`src/logic/alu_defs.svh`:
```
// Constants for the add and conjunction datapath slice
`ifndef ALU_DEFS_SVH
`define ALU_DEFS_SVH
`define DATA_W        8
`define HALF_W        4
`define SIGN_BIT      7
`define ZERO_BYTE     8'h00
`define WORK_RST      8'h00
`endif

```
`src/logic/alu_pkg.sv`:
```
// Types for the add and conjunction datapath slice
package alu_pkg;
    typedef enum logic [2:0] {
        OP_NONE,
        OP_SUM_TO_MEMORY,
        OP_CONJ_MEM_TO_WORK,
        OP_CONJ_IMM_TO_WORK,
        OP_CONJ_TO_MEMORY
    } op_t;
endpackage

```
`src/logic/acc_add_and_ops.sv`:
```
// Add and conjunction datapath slice of the core
`timescale 1ns/1ps
`include "alu_defs.svh"
// Notes on behaviour
// RULE1 - sum_to_memory adds memory byte and work_register
// RULE2 - Sum written to memory; four flags updated
// RULE3 - conj_mem_to_work ANDs work_register with memory
// RULE4 - conj_imm_to_work ANDs work_register with immediate
// RULE5 - AND forms write work_register, zero flag only
// RULE6 - conj_to_memory ANDs memory byte with work_register
// RULE7 - conj_to_memory writes memory, zero flag, keeps work
module acc_add_and_ops
    import alu_pkg::*;
#(
    parameter int W = `DATA_W
) (
    // Clock and reset
    input  wire logic          clk_sys,
    input  wire logic          arst_n,
    // Decoder request
    input  wire logic          op_valid,
    input  alu_pkg::op_t       op,
    input  wire logic [W-1:0]  imm_data,
    // Data memory read port
    input  wire logic [W-1:0]  mem_rdata,
    // Data memory write-back
    output logic               mem_we_ff,
    output logic [W-1:0]       mem_wdata_ff,
    // Work register
    output logic [W-1:0]       work_register_ff,
    // Flag updates to status register
    output logic               flag_upd_ff,
    output logic               sign_wrap_upd_ff,
    output logic               carry_upd_ff,
    output logic               sign_wrap_flag_ff,
    output logic               result_null_flag_ff,
    output logic               half_carry_flag_ff,
    output logic               ninth_bit_out_flag_ff
);
    import alu_pkg::*;

    // ------------------------------------------------------------
    // Op decoding for the request strobes and zero test; result select decodes op itself
    // ------------------------------------------------------------
    // Ops whose result lands in data memory
    function automatic logic op_writes_mem(op_t code);
        return (code == OP_SUM_TO_MEMORY)
            || (code == OP_CONJ_TO_MEMORY);
    endfunction

    // Ops whose result lands in the work register
    function automatic logic op_writes_work(op_t code);
        return (code == OP_CONJ_MEM_TO_WORK)
            || (code == OP_CONJ_IMM_TO_WORK);
    endfunction

    // Only the add touches the carry-type flags
    function automatic logic op_is_add(op_t code);
        return code == OP_SUM_TO_MEMORY;
    endfunction

    // Zero test shared by every result path
    function automatic logic byte_is_null(logic [W-1:0] value);
        return value == `ZERO_BYTE;
    endfunction

    // ------------------------------------------------------------
    // Datapath signals
    // ------------------------------------------------------------
    // Adder outputs
    logic [W-1:0] add_sum;
    logic         add_c;
    logic         add_hc;
    logic         add_ov;
    // Conjunction operand and result
    logic [W-1:0] conj_other;
    logic [W-1:0] conj_bits;
    // Request decode and selected result
    logic [W-1:0] nxt_result;
    logic         is_sum;
    logic         is_to_mem;
    logic         is_to_work;
    // Next values of strobes and zero flag
    logic         nxt_mem_we;
    logic         nxt_flag_upd;
    logic         nxt_add_upd;
    logic         nxt_null;

    // ------------------------------------------------------------
    // Request decode
    // ------------------------------------------------------------
    // A request without op_valid changes nothing
    always_comb begin
        is_sum     = op_valid && op_is_add(op);
        is_to_mem  = op_valid && op_writes_mem(op);
        is_to_work = op_valid && op_writes_work(op);
    end

    // ------------------------------------------------------------
    // Adder; reads the work register as it stands
    // ------------------------------------------------------------
    alu_adder #(.W(W)) u_adder (
        .a          (work_register_ff),
        .b          (mem_rdata),
        .sum        (add_sum),          // see RULE1
        .carry      (add_c),
        .half_carry (add_hc),
        .sign_wrap  (add_ov)
    );

    // ------------------------------------------------------------
    // Bitwise conjunction, one gate per bit
    // ------------------------------------------------------------
    // Immediate replaces the memory byte for one form only
    assign conj_other = (op == OP_CONJ_IMM_TO_WORK) ? imm_data
                                                     : mem_rdata;

    for (genvar g = 0; g < W; g++) begin : g_conj
        assign conj_bits[g] = work_register_ff[g] & conj_other[g];
    end

    // ------------------------------------------------------------
    // Result select
    // ------------------------------------------------------------
    always_comb begin
        unique case (op)
            OP_SUM_TO_MEMORY: begin
                nxt_result = add_sum; // see RULE1
            end
            OP_CONJ_MEM_TO_WORK: begin
                nxt_result = conj_bits; // see RULE3
            end
            OP_CONJ_IMM_TO_WORK: begin
                nxt_result = conj_bits; // see RULE4
            end
            OP_CONJ_TO_MEMORY: begin
                nxt_result = conj_bits; // see RULE6
            end
            // Idle code and unused encodings
            default: begin
                nxt_result = `ZERO_BYTE;
            end
        endcase
    end

    // ------------------------------------------------------------
    // Next values of strobes and zero flag
    // ------------------------------------------------------------
    always_comb begin
        nxt_mem_we   = is_to_mem;
        nxt_flag_upd = is_to_mem || is_to_work;
        nxt_add_upd  = is_sum;
        nxt_null     = byte_is_null(nxt_result);
    end

    // ------------------------------------------------------------
    // Work register
    // ------------------------------------------------------------
    // Loaded only by the two work-register conjunction forms; the add and
    // the memory conjunction read it and leave it alone
    always_ff @(posedge clk_sys or negedge arst_n) begin
        if (!arst_n) begin
            work_register_ff <= `WORK_RST;
        end else if (is_to_work) begin
            work_register_ff <= nxt_result; // see RULE5
        end
    end

    // ------------------------------------------------------------
    // Memory write strobe, one cycle per request that writes memory
    // ------------------------------------------------------------
    always_ff @(posedge clk_sys or negedge arst_n) begin
        if (!arst_n) begin
            mem_we_ff <= 1'b0;
        end else begin
            mem_we_ff <= nxt_mem_we; // see RULE2 see RULE7
        end
    end

    // ------------------------------------------------------------
    // Memory write data; holds between writes
    // ------------------------------------------------------------
    always_ff @(posedge clk_sys or negedge arst_n) begin
        if (!arst_n) begin
            mem_wdata_ff <= `ZERO_BYTE;
        end else if (is_to_mem) begin
            mem_wdata_ff <= nxt_result; // see RULE2
        end
    end

    // ------------------------------------------------------------
    // Flag update strobes: flag_upd_ff one cycle per accepted op, sign-wrap and carry strobes for the add only
    // ------------------------------------------------------------
    always_ff @(posedge clk_sys or negedge arst_n) begin
        if (!arst_n) begin
            flag_upd_ff      <= 1'b0;
            sign_wrap_upd_ff <= 1'b0;
            carry_upd_ff     <= 1'b0;
        end else begin
            flag_upd_ff      <= nxt_flag_upd; // see RULE5
            sign_wrap_upd_ff <= nxt_add_upd; // see RULE2
            carry_upd_ff     <= nxt_add_upd;
        end
    end

    // ------------------------------------------------------------
    // Zero flag, follows every accepted op
    // ------------------------------------------------------------
    always_ff @(posedge clk_sys or negedge arst_n) begin
        if (!arst_n) begin
            result_null_flag_ff <= 1'b0;
        end else if (nxt_flag_upd) begin
            result_null_flag_ff <= nxt_null; // see RULE5
        end
    end

    // ------------------------------------------------------------
    // Add-only flags; they hold across the conjunction forms
    // ------------------------------------------------------------
    always_ff @(posedge clk_sys or negedge arst_n) begin
        if (!arst_n) begin
            sign_wrap_flag_ff     <= 1'b0;
            half_carry_flag_ff    <= 1'b0;
            ninth_bit_out_flag_ff <= 1'b0;
        end else if (is_sum) begin
            sign_wrap_flag_ff     <= add_ov; // see RULE2
            half_carry_flag_ff    <= add_hc;
            ninth_bit_out_flag_ff <= add_c;
        end
    end
endmodule

```
`src/logic/alu_adder.sv`:
```
// Eight-bit adder with half carry and signed overflow
`timescale 1ns/1ps
`include "alu_defs.svh"
module alu_adder #(
    parameter int W = `DATA_W
) (
    // Operands
    input  wire logic [W-1:0] a,
    input  wire logic [W-1:0] b,
    // Results
    output logic [W-1:0]      sum,
    output logic              carry,
    output logic              half_carry,
    output logic              sign_wrap
);
    logic [`HALF_W:0] low_sum;
    logic [W:0]       full_sum;

    always_comb begin
        low_sum    = {1'b0, a[`HALF_W-1:0]} + {1'b0, b[`HALF_W-1:0]};
        full_sum   = {1'b0, a} + {1'b0, b};
        sum        = full_sum[W-1:0];
        carry      = full_sum[W];
        half_carry = low_sum[`HALF_W];
        // Same-sign operands giving a result of the other sign
        sign_wrap  = (a[W-1] == b[W-1]) && (sum[W-1] != a[W-1]);
    end
endmodule

```
`config.mk`:
```
export PLATFORM = sky130hd
export DESIGN_NAME = acc_add_and_ops
export DESIGN_NICKNAME = d
export VERILOG_FILES = /design/src/logic/alu_pkg.sv /design/src/logic/acc_add_and_ops.sv /design/src/logic/alu_adder.sv
export VERILOG_INCLUDE_DIRS = /design/src /design/src/logic
export SDC_FILE = /design/constraint.sdc
export NUM_CORES = 1
export LEC_CHECK = 0
export BUFFER_PORTS_ARGS = -buffer_cell sky130_fd_sc_hd__buf_2
export CAP_MARGIN = 20
export CELL_PAD_IN_SITES_DETAIL_PLACEMENT = 1
export CELL_PAD_IN_SITES_GLOBAL_PLACEMENT = 2
export CORE_MARGIN = 2
export CORE_UTILIZATION = 35
export CTS_BUF_LIST = sky130_fd_sc_hd__clkbuf_4 sky130_fd_sc_hd__clkbuf_8
export DETAILED_ROUTE_END_ITERATION = 6
export PLACE_DENSITY_LB_ADDON = 0.1
export SETUP_SLACK_MARGIN = 0.1
export SKIP_LAST_GASP = 1
export SYNTH_ARGS = -nofsm -noshare
export SYNTH_HDL_FRONTEND = slang
export SYNTH_HIERARCHICAL = 1
export SYNTH_SLANG_ARGS = --single-unit
```
`constraint.sdc`:
```
create_clock -name clk_sys -period 6.78 [get_ports clk_sys]
set_input_delay 1.017 -clock clk_sys [delete_from_list [all_inputs] [get_ports clk_sys]]
set_output_delay 1.017 -clock clk_sys [all_outputs]
set_load 0.01 [all_outputs]
```
==> metrics.csv <==
stage,metric,value,unit
floorplanning,initial core utilization,36.2,%
layout,ANT cells,0,
logic_synthesis,Synth Area in Compound Gates,20.0,%
layout,nets@finish,232,
placement,Post-Place Setup Slack,2960,ps
layout,final instance area,1840,sq um
global_routing,initial antenna violation count,0,
setup_path,crit path capture type,flop,
layout,"most common cell after layout, fill and taps aside",buf_2,
global_routing,largest net degree at the start of global routing,24,
timing,Clock Skew,4.04,ps
timing,Final TNS setup,0,ps
layout,most frequent cells in the layout,"buf_2, dfrtp_1, a21oi_1",
logic_synthesis,area share of fa/ha/maj cells after synthesis,7.61,%
logic_synthesis,Post-Syn Area per Cell,9.86,sq um
power,Worst IR Drop VDD,0.0921,mV
logic_synthesis,mux cell area share after synthesis,8.96,%
floorplanning,Row Count,24,
clock_tree,CTS Sinks,23,
floorplanning,Std-Cell Core Area,4350,sq um
timing,setup violators final,0,
power,Static Leakage,0.914,nW
setup_path,Critical Path AT,3710,ps
floorplanning,die area,5060,sq um
routing,Via density,5.25,
routing,drt drc,0,
setup_path,CP Data Required Time,6960,ps
clock_tree,"Clk pin slew, worst setup/hold paths",90,ps
logic_synthesis,syn nets,191,
clock_tree,post-CTS setup buffer count,0,
floorplanning,io pins,46,
setup_path,path depth of the worst reg2reg path,11,
routing,WL final,3940,um
logic_synthesis,simple-gate share of the synthesized area,17.0,%
logic_synthesis,Synth Area in XOR/XNOR,3.89,%
timing,min Tclk post-route,3530,ps
setup_path,CP Max Fanout,3,
timing,final worst slack,3250,ps
global_routing,vias in the first global route,1427,
placement,final RePlAce weighted congestion,0.829,
placement,placed instance area,1800,sq um
layout,synth-to-layout area growth,16.9,%
placement,Post-DP HPWL,3080,um
routing,Pre-Repair DR Iteration Count,4,
timing,Worst-Margin Slew,1010,ps
layout,FILL cells,514,
layout,layout cell share with drive strength beyond 1,33.5,%
logic_synthesis,Yosys warning count,6,
logic_synthesis,count of different cell masters after synthesis,44,
timing,maximum clock frequency,283,MHz
global_routing,first-pass GRT wire length,6850,um
clock_tree,hold buffer count at CTS,0,
logic_synthesis,post-synthesis register bit count,23,
run_status,status,finished clean,
routing,Antenna Nets Post-Route,0,
power,PwrDens,206,nW/um^2
setup_path,startpoint class of the critical path,input pin,
timing,Rel. slew slack,32.3,%
logic_synthesis,main combinational cell family by area after synthesis,compound AO/OA/AOI/OAI gates,
layout,Layout Utilization,42.4,%
routing,via count,1323,
min_path,Worst Hold Depth,1,
clock_tree,TritonCTS Buffers,3,
timing,Final Cycle Share,52.1,%
timing,final hold vios,0,
timing,RSZ-0062 raised after global routing,no,
floorplanning,Die Span X,71.1,um
logic_synthesis,Mapped Area,1580,sq um
timing,hold_ws,507,ps
min_path,Worst Hold Class,flop to flop,
routing,1st-iter DRT viols,38,
logic_synthesis,cell count after synthesis,160,
setup_path,kind of critical path,input pin to flop,
clock_tree,CTS root buffer,clkbuf_8,
clock_tree,CTS resizes,0,
logic_synthesis,post-synthesis sequential area ratio,36.5,%
flow_run,Max-Cap Viols,0,
clock_tree,Max clock buf depth,2,
clock_tree,TritonCTS clock tree,yes,
global_routing,GR Overflow Total,0,
global_routing,gr usage total,17.0,%
clock_tree,H-tree Lvls,1,
timing,Max Slew Vio Count,0,
clock_tree,clk_lat worst skew,270,ps
floorplanning,Die H,71.1,um
routing,routed len/inst,15.6,um
placement,Port Buffers,45,
## where the power goes
group	internal, W	switching (W)	leakage (nW)	total, W
logic	0.0000524	0.0000667	0.591	0.000119
clock network	0.0000460	0.0000465	0.0262	0.0000925
registers	0.000156	0.0000126	0.297	0.000169
total	0.000254	0.000126	0.914	0.000380
## stage by stage
| step | instances | total power [W] |
|---|---|---|
| finish | 252 | 0.000380 |
| global route | 252 | 0.000410 |
| global placement | 248 | 0.000289 |
| detailed placement | 248 | 0.000292 |
| floorplan | 160 | 0.000249 |
| CTS | 252 | 0.000388 |
## per-layer routing
layer / wire length (um) / GRT usage (%) / vias to the layer above
li1: - / - / 651
met1: 1930 / 23.0 / 642
met2: 1820 / 28.9 / 26
met3: 153 / 2.99 / 4
met4: 28 / 3.14 / 0
met5: 0 / 0 / -
## worst max-delay path, cell delays in order
cell and delay [ps]:
buf_2 130, ha_1 200, fa_1 410, a21oi_1 230
o21ai_0 130, a21oi_1 200, xnor2_1 120, or4_1 400
o21ai_1 150, nand2_1 70, or4_4 420, o32ai_2 240
## cell usage after synthesis, drive strengths merged
| cell | instances | share of area, % |
|---|---|---|
| xnor2 | 4 | 2.2 |
| nand3 | 1 | 0.32 |
| or3 | 1 | 0.40 |
| a21boi | 1 | 0.48 |
| mux2i | 8 | 5.9 |
| o21a | 4 | 1.9 |
| o21ai | 13 | 4.4 |
| buf | 6 | 3.9 |
| o21bai | 2 | 0.95 |
| inv | 6 | 1.4 |
| ha | 8 | 6.3 |
| nand4b | 1 | 0.56 |
| nand2b | 2 | 1.7 |
| and2 | 2 | 0.87 |
| dfrtp | 23 | 36 |
| and3 | 1 | 0.40 |
| mux2 | 4 | 3.1 |
| xor2 | 3 | 1.7 |
| nand2 | 13 | 3.3 |
| nor3b | 6 | 3.5 |
| or4 | 2 | 1.2 |
| a21oi | 17 | 5.9 |
| nor2b | 1 | 0.40 |
| o22ai | 1 | 0.79 |
| fa | 1 | 1.3 |
| clkbuf | 3 | 0.71 |
| nor2 | 14 | 3.5 |
| o32ai | 5 | 3.3 |
| a22oi | 5 | 2.4 |
| nand3b | 2 | 0.95 |
## path summary, 6_finish.rpt
path / start / to / slack, ps
max in group asynchronous: arst_n / result_null_flag_ff / 5690
hold / removal: sign_wrap_flag_ff / sign_wrap_flag_ff / 510
min in group asynchronous: arst_n / mem_wdata_ff[0] / 730
setup / recovery: mem_rdata[0] / result_null_flag_ff / 3250
setup reg to reg: work_register_ff[0] / result_null_flag_ff / 3660
hold reg to reg: sign_wrap_flag_ff / sign_wrap_flag_ff / 510
## cell families after synthesis
group                      Yosys count
AOI/OAI and AO/OA                   48
xor gates and xnor gates             7
adders and majority gates            9
buffers and inverters               15
DFF                                 23
muxes                               12
and+or+nand+nor                     46
## state kept, by name (all words and copies together) (netlist names)
| name | flops |
|---|---|
| flag_upd_ff | 1 |
| ninth_bit_out_flag_ff | 1 |
| mem_wdata_ff | 8 |
| work_register_ff | 8 |
| result_null_flag_ff | 1 |
| carry_upd_ff | 1 |
| sign_wrap_flag_ff | 1 |
| half_carry_flag_ff | 1 |
| mem_we_ff | 1 |
## cell type report
cell class,count,area [sq um],area share (%)
inverter,6,22.5,1.22
clock buffer,4,48.8,2.65
sequential,23,576,31.2
timing repair buffer,45,225,12.2
multi-input combinational,122,907,49.2
tap,52,65.1,3.53
Power figures use the tool's default switching activity.
